## src/hw/rcs_defines.svh

```systemverilog
// Purpose: named constants for the remote command and fault status unit
// Assumes: included by its bare name from the design, the port checks and the bench
// Notes: definitions only
`ifndef RCS_DEFINES_SVH
`define RCS_DEFINES_SVH

// ascii codes met by the parser
`define RCS_CR 8'h0D
`define RCS_LF 8'h0A
`define RCS_SPACE 8'h20
`define RCS_QUOTE 8'h22
`define RCS_DOLLAR 8'h24
`define RCS_PLUS 8'h2B
`define RCS_MINUS 8'h2D
`define RCS_DOT 8'h2E
`define RCS_COLON 8'h3A
`define RCS_SEMI 8'h3B
`define RCS_DIG0 8'h30
`define RCS_DIG5 8'h35
`define RCS_DIG9 8'h39
`define RCS_UP_A 8'h41
`define RCS_UP_F 8'h46
`define RCS_UP_E 8'h45
`define RCS_UP_N 8'h4E
`define RCS_UP_O 8'h4F
`define RCS_LO_A 8'h61
`define RCS_LO_F 8'h66
`define RCS_LO_Z 8'h7A
`define RCS_CASE 8'h20
`define RCS_HEX_ALPHA 8'h37
`define RCS_NIB_TEN 4'hA

// implemented fault bits: 1..12 and 14..26
`define RCS_FAULT_MASK 32'h07FF_DFFE
`define RCS_ZERO8 8'h00
`define RCS_ZERO32 32'h0000_0000

`endif

```

## src/hw/rcs_pkg.sv

```systemverilog
// Purpose: types shared by the remote command and fault status unit
// Assumes: rcs_defines.svh holds the numbers
// Notes: one-hot state codes written out
package rcs_pkg;

  // receive parser states
  typedef enum logic [4:0] {
    RCS_ST_KEY = 5'h01,
    RCS_ST_PARAM = 5'h02,
    RCS_ST_SUM_HI = 5'h04,
    RCS_ST_SUM_LO = 5'h08,
    RCS_ST_SKIP = 5'h10
  } rcs_rx_e;

  // reply checksum appender states
  typedef enum logic [3:0] {
    RCS_TX_PASS = 4'h1,
    RCS_TX_DOL = 4'h2,
    RCS_TX_HI = 4'h4,
    RCS_TX_LO = 4'h8
  } rcs_tx_e;

  // parameter classes
  typedef enum logic [2:0] {
    RCS_P_NONE = 3'h0,
    RCS_P_INT = 3'h1,
    RCS_P_FIX = 3'h2,
    RCS_P_EXP = 3'h3,
    RCS_P_QSTR = 3'h4,
    RCS_P_USTR = 3'h5
  } rcs_pcls_e;

endpackage

```

## src/hw/rcs_unit.sv

```systemverilog
// Purpose: command text front end, reply checksum and fault register group
// Assumes: one byte per rx_valid cycle, synchronous inputs, 20 MHz clk
// Notes: keyword lookup and execution sit downstream of this block
`timescale 1ns/1ps
`include "rcs_defines.svh"

module rcs_unit
  import rcs_pkg::*;
(
  input wire logic clk,
  input wire logic srst,
  input wire logic rx_valid,
  input wire logic [7:0] rx_byte,
  output logic kw_valid,
  output logic [7:0] kw_char,
  output logic kw_first,
  output logic kw_root,
  output logic kw_sep,
  output logic param_valid,
  output logic [7:0] param_char,
  output logic [7:0] param_fold,
  output logic cmd_end,
  output logic msg_end,
  output rcs_pcls_e param_class,
  output logic bool_val,
  output logic csum_seen,
  output logic csum_err,
  input wire logic rep_valid,
  input wire logic [7:0] rep_byte,
  input wire logic rep_last,
  output logic rep_ready,
  output logic tx_valid,
  output logic [7:0] tx_byte,
  input wire logic [31:0] fault_in,
  input wire logic enable_wr,
  input wire logic [31:0] enable_wdata,
  input wire logic event_rd,
  output logic [31:0] fault_condition,
  output logic [31:0] fault_enable,
  output logic [31:0] fault_event_latch,
  output logic [31:0] event_rdata,
  output logic srq
);

  rcs_rx_e st; // parser state
  rcs_tx_e tst; // reply appender state
  rcs_pcls_e cls; // class of the parameter being read
  logic [7:0] rsum; // running sum of message text
  logic [7:0] tsum; // running sum of reply text
  logic [3:0] sum_hi; // first checksum digit
  logic cmd_start; // next keyword char opens a command
  logic at_root; // current command resolves from root
  logic in_quote; // inside a double quoted string
  logic p_first; // next param char is the first
  logic int_nz, frac_ge5, any_nz, seen_dot, frac_next; // numeric value tracking
  logic w_o, w_n; // first char O, second char N
  logic [1:0] w_len; // word length, saturating
  logic sum_pending; // message carried a checksum
  logic [31:0] next_event; // event latch next value

  // byte decode
  logic is_term, is_semi, is_colon, is_dollar, is_space, is_quote, is_digit;
  logic is_num, is_hex, ends_cmd, quote_mark;
  logic [3:0] nib;
  logic [7:0] up;
  logic [7:0] dig;

  // character classes and case fold of the incoming byte
  always_comb
  begin
    is_term = (rx_byte == `RCS_CR) || (rx_byte == `RCS_LF);
    is_semi = rx_byte == `RCS_SEMI;
    is_colon = rx_byte == `RCS_COLON;
    is_dollar = rx_byte == `RCS_DOLLAR;
    is_space = rx_byte == `RCS_SPACE;
    is_quote = rx_byte == `RCS_QUOTE;
    is_digit = (rx_byte >= `RCS_DIG0) && (rx_byte <= `RCS_DIG9);
    // lower case folded up so keyword and discrete compare case blind
    if ((rx_byte >= `RCS_LO_A) && (rx_byte <= `RCS_LO_Z))
      up = rx_byte - `RCS_CASE;
    else
      up = rx_byte;
    is_num = is_digit || (up == `RCS_UP_E) || (rx_byte == `RCS_DOT)
      || (rx_byte == `RCS_PLUS) || (rx_byte == `RCS_MINUS);
    dig = rx_byte - `RCS_DIG0;
    // hex digit value, either case accepted
    is_hex = 1'b1;
    if (is_digit)
      nib = dig[3:0];
    else if ((up >= `RCS_UP_A) && (up <= `RCS_UP_F))
      nib = 4'(up - `RCS_UP_A) + `RCS_NIB_TEN;
    else
    begin
      nib = 4'h0;
      is_hex = 1'b0;
    end
    quote_mark = (st == RCS_ST_PARAM) && is_quote && (cls == RCS_P_QSTR || p_first);
    // a semicolon or terminator inside quotes is string text
    ends_cmd = (is_term && !in_quote) || (is_semi && !in_quote
      && (st == RCS_ST_KEY || st == RCS_ST_PARAM));
  end

  // parser state; the dollar is only recognised outside quotes
  always_ff @(posedge clk)
  begin
    if (srst)
      st <= RCS_ST_KEY;
    else if (rx_valid)
    begin
      case (st)
        RCS_ST_KEY:
          if (is_dollar)
            st <= RCS_ST_SUM_HI;
          else if (is_space)
            st <= RCS_ST_PARAM;
        RCS_ST_PARAM:
          if (ends_cmd)
            st <= RCS_ST_KEY;
          else if (is_dollar && !in_quote)
            st <= RCS_ST_SUM_HI;
        RCS_ST_SUM_HI:
          if (is_term)
            st <= RCS_ST_KEY;
          else
            st <= RCS_ST_SUM_LO;
        RCS_ST_SUM_LO:
          if (is_term)
            st <= RCS_ST_KEY;
          else
            st <= RCS_ST_SKIP;
        RCS_ST_SKIP:
          if (is_term)
            st <= RCS_ST_KEY;
        default:
          st <= RCS_ST_KEY;
      endcase
    end
  end

  // message checksum: sum every byte before the dollar, compare two digits
  always_ff @(posedge clk)
  begin
    if (srst)
    begin
      rsum <= `RCS_ZERO8;
      sum_hi <= 4'h0;
      csum_seen <= 1'b0;
      csum_err <= 1'b0;
      sum_pending <= 1'b0;
    end
    else if (rx_valid)
    begin
      if (is_term && !in_quote)
        rsum <= `RCS_ZERO8;
      else if ((st == RCS_ST_KEY || st == RCS_ST_PARAM) && !(is_dollar && !in_quote))
        rsum <= rsum + rx_byte;
      if (st == RCS_ST_SUM_HI)
      begin
        sum_hi <= nib;
        csum_seen <= 1'b1;
        sum_pending <= 1'b1;
        csum_err <= !is_hex || is_term;
      end
      else if (st == RCS_ST_SUM_LO)
        csum_err <= csum_err || !is_hex || is_term || ({sum_hi, nib} != rsum);
      else if (cmd_start && st == RCS_ST_KEY && !is_term)
      begin
        // new message text clears the previous verdict
        csum_seen <= 1'b0;
        csum_err <= 1'b0;
        sum_pending <= 1'b0;
      end
    end
  end

  // path flags: terminator or leading colon means root, semicolon keeps path
  always_ff @(posedge clk)
  begin
    if (srst)
    begin
      cmd_start <= 1'b1;
      at_root <= 1'b1;
    end
    else if (rx_valid)
    begin
      if (is_term && !in_quote)
      begin
        cmd_start <= 1'b1;
        at_root <= 1'b1;
      end
      else if (ends_cmd)
      begin
        cmd_start <= 1'b1;
        at_root <= 1'b0;
      end
      else if (st == RCS_ST_KEY && cmd_start && is_colon)
        at_root <= 1'b1;
      else if (st == RCS_ST_KEY && !is_space && !is_dollar)
        cmd_start <= 1'b0;
    end
  end

  // keyword stream, folded upper; inner colons mark a level step
  always_ff @(posedge clk)
  begin
    if (srst)
    begin
      kw_valid <= 1'b0;
      kw_char <= `RCS_ZERO8;
      kw_first <= 1'b0;
      kw_root <= 1'b0;
      kw_sep <= 1'b0;
    end
    else
    begin
      kw_valid <= rx_valid && st == RCS_ST_KEY && !is_colon && !is_semi
        && !is_term && !is_space && !is_dollar;
      kw_sep <= rx_valid && st == RCS_ST_KEY && is_colon && !cmd_start;
      if (rx_valid && st == RCS_ST_KEY && !is_colon)
      begin
        kw_char <= up;
        kw_first <= cmd_start;
        kw_root <= at_root;
      end
    end
  end

  // parameter stream: quotes stripped, raw and folded copies
  always_ff @(posedge clk)
  begin
    if (srst)
    begin
      param_valid <= 1'b0;
      param_char <= `RCS_ZERO8;
      param_fold <= `RCS_ZERO8;
      in_quote <= 1'b0;
    end
    else
    begin
      param_valid <= rx_valid && st == RCS_ST_PARAM && !quote_mark && !ends_cmd
        && !(is_dollar && !in_quote);
      if (rx_valid && st == RCS_ST_PARAM)
      begin
        param_char <= rx_byte;
        param_fold <= up;
        if (quote_mark)
          in_quote <= !in_quote;
      end
      if (rx_valid && is_term && !in_quote)
        in_quote <= 1'b0;
    end
  end

  // parameter class and boolean value tracking
  always_ff @(posedge clk)
  begin
    if (srst || (rx_valid && ends_cmd))
    begin
      cls <= RCS_P_NONE;
      p_first <= 1'b1;
      {int_nz, frac_ge5, any_nz, seen_dot, frac_next} <= 5'h00;
      {w_o, w_n} <= 2'h0;
      w_len <= 2'h0;
    end
    else if (rx_valid && st == RCS_ST_PARAM && !(is_dollar && !in_quote))
    begin
      p_first <= 1'b0;
      if (p_first && is_quote)
        cls <= RCS_P_QSTR;
      else if (p_first)
        cls <= !is_num ? RCS_P_USTR : (rx_byte == `RCS_DOT) ? RCS_P_FIX
          : RCS_P_INT;
      else if ((cls == RCS_P_INT || cls == RCS_P_FIX || cls == RCS_P_EXP) && !is_num)
        cls <= RCS_P_USTR;
      else if (cls == RCS_P_INT && rx_byte == `RCS_DOT)
        cls <= RCS_P_FIX;
      else if ((cls == RCS_P_INT || cls == RCS_P_FIX) && up == `RCS_UP_E)
        cls <= RCS_P_EXP;
      // value magnitude: any nonzero integer digit or first fraction digit of five up
      if (rx_byte == `RCS_DOT)
      begin
        seen_dot <= 1'b1;
        frac_next <= 1'b1;
      end
      else if (is_digit && cls != RCS_P_EXP && !(!p_first && up == `RCS_UP_E))
      begin
        frac_next <= 1'b0;
        if (!seen_dot && rx_byte != `RCS_DIG0)
          int_nz <= 1'b1;
        if (frac_next && rx_byte >= `RCS_DIG5)
          frac_ge5 <= 1'b1;
        if (rx_byte != `RCS_DIG0)
          any_nz <= 1'b1;
      end
      // word match for ON; any other word, OFF included, reads as false
      if (w_len == 2'h0)
        w_o <= up == `RCS_UP_O;
      if (w_len == 2'h1)
        w_n <= up == `RCS_UP_N;
      if (w_len != 2'h3)
        w_len <= w_len + 2'h1;
    end
  end

  // command results presented with the end of command pulse
  always_ff @(posedge clk)
  begin
    if (srst)
    begin
      cmd_end <= 1'b0;
      msg_end <= 1'b0;
      param_class <= RCS_P_NONE;
      bool_val <= 1'b0;
    end
    else
    begin
      cmd_end <= rx_valid && ends_cmd && !(is_term && cmd_start);
      msg_end <= rx_valid && is_term && !in_quote && !cmd_start;
      // the LF of a CR LF pair ends an empty command and must not wipe the result
      if (rx_valid && ends_cmd && !(is_term && cmd_start))
      begin
        param_class <= cls;
        case (cls)
          RCS_P_INT, RCS_P_FIX:
            bool_val <= int_nz || frac_ge5;
          RCS_P_EXP:
            bool_val <= any_nz;
          RCS_P_USTR:
            bool_val <= w_o && w_n && w_len == 2'h2;
          default:
            bool_val <= 1'b0;
        endcase
      end
    end
  end

  // reply path: pass bytes, then after a checksummed message append dollar and two hex digits
  always_ff @(posedge clk)
  begin
    if (srst)
    begin
      tst <= RCS_TX_PASS;
      tsum <= `RCS_ZERO8;
      rep_ready <= 1'b1;
      tx_valid <= 1'b0;
      tx_byte <= `RCS_ZERO8;
    end
    else
    begin
      tx_valid <= 1'b0;
      case (tst)
        RCS_TX_PASS:
          if (rep_valid && rep_ready)
          begin
            tx_valid <= 1'b1;
            tx_byte <= rep_byte;
            tsum <= rep_last ? (sum_pending ? tsum + rep_byte : `RCS_ZERO8)
              : tsum + rep_byte;
            if (rep_last && sum_pending)
            begin
              rep_ready <= 1'b0; // stall the source while digits go out
              tst <= RCS_TX_DOL;
            end
          end
        RCS_TX_DOL:
        begin
          tx_valid <= 1'b1;
          tx_byte <= `RCS_DOLLAR;
          tst <= RCS_TX_HI;
        end
        RCS_TX_HI:
        begin
          tx_valid <= 1'b1;
          tx_byte <= to_hex(tsum[7:4]);
          tst <= RCS_TX_LO;
        end
        RCS_TX_LO:
        begin
          tx_valid <= 1'b1;
          tx_byte <= to_hex(tsum[3:0]);
          tsum <= `RCS_ZERO8;
          rep_ready <= 1'b1;
          tst <= RCS_TX_PASS;
        end
        default:
          tst <= RCS_TX_PASS;
      endcase
    end
  end

  // nibble to upper case ascii hex
  function automatic logic [7:0] to_hex(input logic [3:0] n);
    if (n < `RCS_NIB_TEN)
      to_hex = `RCS_DIG0 + {4'h0, n};
    else
      to_hex = `RCS_HEX_ALPHA + {4'h0, n};
  endfunction

  // event latch: set beats the read clear so no event is lost
  always_comb
  begin
    next_event = (fault_event_latch & ~{32{event_rd}})
      | (fault_condition & fault_enable);
  end

  // fault condition, enable, event and read data
  always_ff @(posedge clk)
  begin
    if (srst)
    begin
      fault_condition <= `RCS_ZERO32;
      fault_enable <= `RCS_ZERO32;
      fault_event_latch <= `RCS_ZERO32;
      event_rdata <= `RCS_ZERO32;
      srq <= 1'b0;
    end
    else
    begin
      fault_condition <= fault_in & `RCS_FAULT_MASK;
      if (enable_wr)
        fault_enable <= enable_wdata & `RCS_FAULT_MASK;
      fault_event_latch <= next_event;
      if (event_rd)
        event_rdata <= fault_event_latch;
      srq <= |next_event;
    end
  end

endmodule

```

## config.mk

```make
export PLATFORM = sky130hd
export DESIGN_NAME = rcs_unit
export DESIGN_NICKNAME = d
export VERILOG_FILES = /design/src/hw/rcs_pkg.sv /design/src/hw/rcs_unit.sv
export VERILOG_INCLUDE_DIRS = /design/src /design/src/hw
export SDC_FILE = /design/constraint.sdc
export NUM_CORES = 1
export LEC_CHECK = 0
export ABC_AREA = 1
export BUFFER_PORTS_ARGS = -buffer_cell sky130_fd_sc_hd__clkbuf_2
export CAP_MARGIN = 20
export CORE_MARGIN = 2
export CORE_UTILIZATION = 55
export CTS_CLUSTER_DIAMETER = 60
export DETAILED_ROUTE_END_ITERATION = 10
export PLACE_DENSITY = 0.82
export SETUP_SLACK_MARGIN = 0.4
export SYNTH_ARGS = -nofsm -noshare
export SYNTH_HDL_FRONTEND = slang
export SYNTH_SLANG_ARGS = --single-unit
```

## constraint.sdc

```tcl
create_clock -name clk -period 3.8 [get_ports clk]
set_clock_uncertainty 0.05 [all_clocks]
set_input_delay 0 -clock clk [delete_from_list [all_inputs] [get_ports clk]]
set_output_delay 0 -clock clk [all_outputs]
set_load 0.005 [all_outputs]
```

==> flow_metrics.py, run 1 <==
metrics = {
    "outcome": {
        "status": "finished clean",
    },
    "placed_design": {
        "gp_congestion": 0.907,
        "place_ws_ps": 1330,
        "dp_hpwl_um": 16800,
        "port_buffers": 234,
    },
    "power_and_ir_drop": {
        "power.internal_uw": 4080,
        "p_clk_frac": 0.330,
        "p_sw_uw": 1950,
        "pwr-share-seq": 0.426,
        "p_comb_frac": 0.244,
        "power_density_nw_per_um2": 528,
        "ir_drop_mv": 0.347,
        "p_leak_uw": 0.00546,
        "p_sw_frac": 0.324,
    },
    "synthesis": {
        "postSynth.asyncResetShare": 0,
        "synth.cell_area_um2": 8770,
        "syn_avg_cell_area_um2": 7.66,
        "seq_area_frac_synth": 0.461,
        "ys_warn_count": 0,
        "synth_top_cell_by_area": "dfxtp_1",
        "synthFlopType": "dfxtp_1",
        "synthDominantCellAreaShare": 0.461,
        "syn_inst": 1145,
        "ys_top_cells_by_area": "dfxtp_1, nor2_1, o21ai_0",
        "synth_cell_types": 55,
        "ys_seq_elements": 202,
        "synth_edf_count": 0,
    },
    "critical_path": {
        "cp.buffers_inverters": 3,
        "cp-end-kind": "flop",
        "cpLargestDelayFamily": "buffers and inverters",
        "start_kind": "flop",
        "crit_chain": "nor2_1 > inv_1 > nor3_2 > nor2_1 > nand3_1 > dlygate4sd3_1 > a21oi_1 > dlygate4sd3_1",
        "setup.worst_path.class": "flop to flop",
        "path_max_fanout": 9,
        "required_ps": 4150,
        "cp.arrival_ps": 3120,
        "r2r_slack_ps": 1030,
        "cpPeakStageDelay_ps": 570,
        "crit_path_top_delay_cell": "dlygate4sd3_1",
    },
    "route": {
        "drc": 0,
        "routed-via-count": 9006,
        "ant_nets": 0,
        "wl_per_cell_um": 15.8,
        "routed_wl_um": 26400,
        "drt_first_iter_violations": 758,
        "dr.pass1.iters": 7,
        "vias_per_cell": 5.40,
    },
    "timing": {
        "finalHoldViolCount": 0,
        "fin_setup_tns_ps": 0,
        "rsz0062_at_grt": "no",
        "setup_viol": 0,
        "fin_crit_sh": 0.729,
        "fin_crit_ps": 2770,
        "worst_slack_ps": 1030,
        "finalMaxSlewViolations": 0,
        "tightest_slew_ps": 928,
        "relSlewSlack": 0.380,
        "fmax_mhz": 361,
    },
    "cts": {
        "cts_hold_buf": 74,
        "insertion_delay_ps": 510,
        "cts_tree": "yes",
        "htree_num_levels": 1,
        "post_cts_buffers": 0,
        "cts.path.max_buffers": 3,
        "clkSlewWorstSetupHoldPaths_ps": 60,
        "cts_resized": 0,
        "cts-root-buf": "clkbuf_16",
        "cts_sinks": 202,
        "cts_inserted_buffers": 22,
    },
    "global_routing": {
        "grt-ovfl-total": 0,
        "antenna_found_initial": 0,
        "gr-usage-met1": 0.389,
        "met3_usage": 0.0549,
        "top_usage_layer": "met2",
        "use_met2": 0.503,
        "grt_pass1_wl_um": 41200,
        "grt_usage": 0.301,
        "grt_pass1_vias": 8308,
        "grt_max_degree": 61,
    },
    "final_layout": {
        "post-route-util": 0.727,
        "drive_gt1_frac": 0.223,
        "mostFrequentLayoutCells": "clkbuf_2, nor2_1, dfxtp_1",
        "antenna_cells": 0,
        "fin_nets": 1553,
        "layout_commonest_cell": "clkbuf_2",
        "syn_to_final_growth_pct": 30.2,
    },
    "floorplan": {
        "die_x_um": 130,
        "core-area_um2": 15700,
        "die_h_um": 130,
        "num_rows": 46,
        "start_util": 0.558,
        "ios": 263,
        "die_area_um2": 17000,
    },
    "run": {
        "maxCapViolCount": 0,
    },
    "min_path": {
        "min_path_type": "primary input to flop",
    },
}
Yosys cell counts, types with 11 or more instances:
cell type and number:
a21oi_1 87, a22oi_1 25, buf_4 20, clkbuf_1 36, dfxtp_1 202, ha_1 27
inv_1 114, inv_2 13, nand2_1 116, nand3_1 28, nand4_1 13, nor2_1 230
nor3_1 11, o21ai_0 112
final timing paths:
path	from	to	depth (start not counted)
max	tst[1]	tx_byte[7]	8
min	enable_wr	fault_enable[2]	3
max reg2reg	tst[1]	tx_byte[7]	8
min reg2reg	seen_dot	seen_dot	2
flip-flops by register name (all words and copies together), names as in the netlist, 2 cells and up:
name and flops:
event_rdata 32, fault_event_latch 32, fault_condition 25, fault_enable 25, kw_char 8, param_char 8, rsum 8, tsum 8
tx_byte 8, st 5, sum_hi 4, tst 4, cls 3, param_class 3, param_fold 3, w_len 2
layout make-up:
type | instances | area (um^2)
Clock inverter | 9 | 58.8
Inverter | 135 | 518
Tap cell | 216 | 270
Timing Repair Buffer | 314 | 1960
Multi-Input combinational cell | 762 | 3960
Fill cell | 1174 | 4300
Clock buffer | 30 | 611
Sequential cell | 202 | 4040
per-layer routing:
layer / up-vias / wire [um]
li1: 4313 / -
met1: 4107 / 10700
met2: 499 / 12500
met3: 87 / 2220
met4: 0 / 992
met5: - / 0
cells by family after synthesis:
family / Yosys count / synth area share
AO/OA/AOI/OAI: 269 / 0.173
buffers and inverters: 194 / 0.0931
adder cells (fa/ha/maj): 29 / 0.0431
XOR/XNOR: 12 / 0.0120
flip-flops: 202 / 0.461
AND/OR/NAND/NOR: 438 / 0.217
other: 1 / 0.000428
power groups by stage:
stage	Clock (uW)	Sequential [uW]	Combinational (uW)
2_1_floorplan	0	2570	918
3_3_place_gp	0	2590	1300
3_5_place_dp	0	2600	1340
4_1_cts	2010	2550	1430
5_1_grt	2120	2590	1660
6_report	1990	2570	1470
per-stage QoR:
stage,instance area [um^2],hold slack [ps],power (uW),std cells
floorplan,8810,57.0,3490,1158
global placement,10000,142,3890,1555
detailed placement,10000,146,3940,1555
CTS,11400,116,6000,1668
global route,11400,183,6380,1668
finish,11400,186,6030,1668
worst reg2reg max path, cell delays in order, from the launching register on:
cell	delay [ps]
dfxtp_1	320
nor2_1	110
inv_1	60
nor3_2	450
nor2_1	300
nand3_1	160
dlygate4sd3_1	570
a21oi_1	80
dlygate4sd3_1	570
Power figures use the tool's default switching activity.
==> run 2: changes to the inputs <==
Settings changed: CORE_UTILIZATION 55 to 47, PLACE_DENSITY 0.82 to 0.75.
Clock period 3.8 ns to 2.4 ns, I/O delays scaled along.
==> run 2 against run 1 <==
  * Non-clock buffer count up 59
  * Routed wire length up 1.8%
  * Cell area up 8.5%
  * Highest routed layer unchanged
==> flow_metrics.py, run 2 (synthesis gave the netlist of run 1 again) <==
metrics = {
    "critical_path": {
        "crit_start": "rsum[1]",
        "cp-end-kind": "flop",
        "path_max_fanout": 4,
        "setup.worst_path.class": "flop to flop",
        "timing.rr.start": "rsum[1]",
        "required_ps": 2790,
        "cp.arrival_ps": 2420,
        "start_kind": "flop",
    },
    "route": {
        "drt_first_iter_violations": 629,
        "routed_wl_um": 26900,
        "wl_per_cell_um": 15.4,
        "dr.pass1.iters": 5,
        "ant_nets": 0,
        "drc": 0,
        "vias_per_cell": 5.19,
        "routed-via-count": 9062,
    },
    "global_routing": {
        "grt_usage": 0.257,
        "grt-ovfl-total": 0,
        "grt_pass1_wl_um": 42300,
        "antenna_found_initial": 0,
        "grt_pass1_vias": 8546,
        "grt_max_degree": 63,
    },
    "cts": {
        "cts_tree": "yes",
        "insertion_delay_ps": 510,
        "cts_inserted_buffers": 24,
        "cts_sinks": 202,
        "htree_num_levels": 1,
        "clkSlewWorstSetupHoldPaths_ps": 60,
        "cts-root-buf": "clkbuf_16",
        "cts.path.max_buffers": 3,
    },
    "floorplan": {
        "ios": 263,
        "start_util": 0.483,
        "die_x_um": 141,
        "die_h_um": 141,
        "num_rows": 49,
        "core-area_um2": 18100,
        "die_area_um2": 19800,
    },
    "outcome": {
        "status": "finished clean",
    },
    "placed_design": {
        "gp_congestion": 0.916,
        "dp_cells": 1583,
        "dp_hpwl_um": 17100,
        "port_buffers": 234,
    },
    "final_layout": {
        "drive_gt1_frac": 0.269,
        "mostFrequentLayoutCells": "clkbuf_2, nor2_1, dfxtp_1",
        "layout_commonest_cell": "clkbuf_2",
        "fin_nets": 1614,
        "reg_top3": "event_rdata x32, fault_event_latch x32",
        "instances_no_fill": 1745,
        "syn_to_final_growth_pct": 41.3,
    },
    "timing": {
        "fmax_mhz": 494,
        "fin_crit_sh": 0.844,
        "finalMaxSlewViolations": 0,
        "fin_crit_ps": 2020,
        "finalHoldViolCount": 0,
        "setup_viol": 0,
        "fin_setup_tns_ps": 0,
        "rsz0062_at_grt": "yes",
        "relSlewSlack": 0.562,
        "tightest_slew_ps": 657,
    },
    "min_path": {
        "min_from": "rx_byte[5]",
        "min_path_type": "primary input to flop",
    },
    "power_and_ir_drop": {
        "ir_drop_mv": 0.542,
        "power_density_nw_per_um2": 847,
        "p_leak_uw": 0.00586,
    },
    "run": {
        "maxCapViolCount": 0,
    },
}
==> run 2: critical path: stages, from the launching register on <==
cell	delay, ps
dfxtp_4	360
ha_4	210
a21oi_2	110
o21bai_1	100
nand2_1	110
a21oi_2	60
nor2_1	150
nor2_1	80
or2_4	230
a21oi_2	150
xor2_1	150
nand2_1	80
a21oi_2	130
==> run 2: per-layer routing <==
metal / vias to the layer above / track usage / routed length [um]
met4: 0 / 0.0874 / 716
met1: 4194 / 0.335 / 11300
met3: 62 / 0.0340 / 1690
met2: 365 / 0.443 / 13200
met5: - / 0 / 0
li1: 4441 / - / -
==> run 2: stage by stage <==
step / setup slack, ps / hold slack [ps] / area [um^2] / total power (uW) / utilization
global placement: 204 / 145 / 10100 / 6270 / 0.559
detailed placement: 169 / 145 / 10100 / 6330 / 0.559
CTS: 317 / 6.52 / 12000 / 10200 / 0.664
global route: 216 / 44.2 / 12400 / 11000 / 0.683
floorplan: 424 / 57.0 / 8810 / 5520 / -
finish: 375 / 5.73 / 12400 / 10500 / 0.683
==> run 2: cell type report <==
type	count	area (um^2)
multi-input cells	762	4190
well taps	229	287
inverters	135	520
diodes	1	2.50
flip-flops and latches	202	4060
clock buffers	31	667
fillers	1442	5760
clock inverters	12	141
repair buffers	373	2520
==> run 2: worst paths after layout <==
kind	to	slack [ps]	cells after the start
min	w_n	6	6
max reg2reg	rsum[7]	380	12
max	rsum[7]	380	12
min reg2reg	seen_dot	400	2
==> run 2: report_power, final <==
part / internal, uW / leakage [uW] / switching [uW]
clock: 2200 / 0.000386 / 1470
combinational: 1180 / 0.00382 / 1540
sequential: 3760 / 0.00166 / 350
==> run 2: timing repair <==
action	CTS	global route
gates resized for setup	10	66
buffers inserted	0	14
setup endpoints to repair	17	58
hold endpoints to repair	120	0
cloned	0	0
hold buffers	104	0
pin swaps	0	16
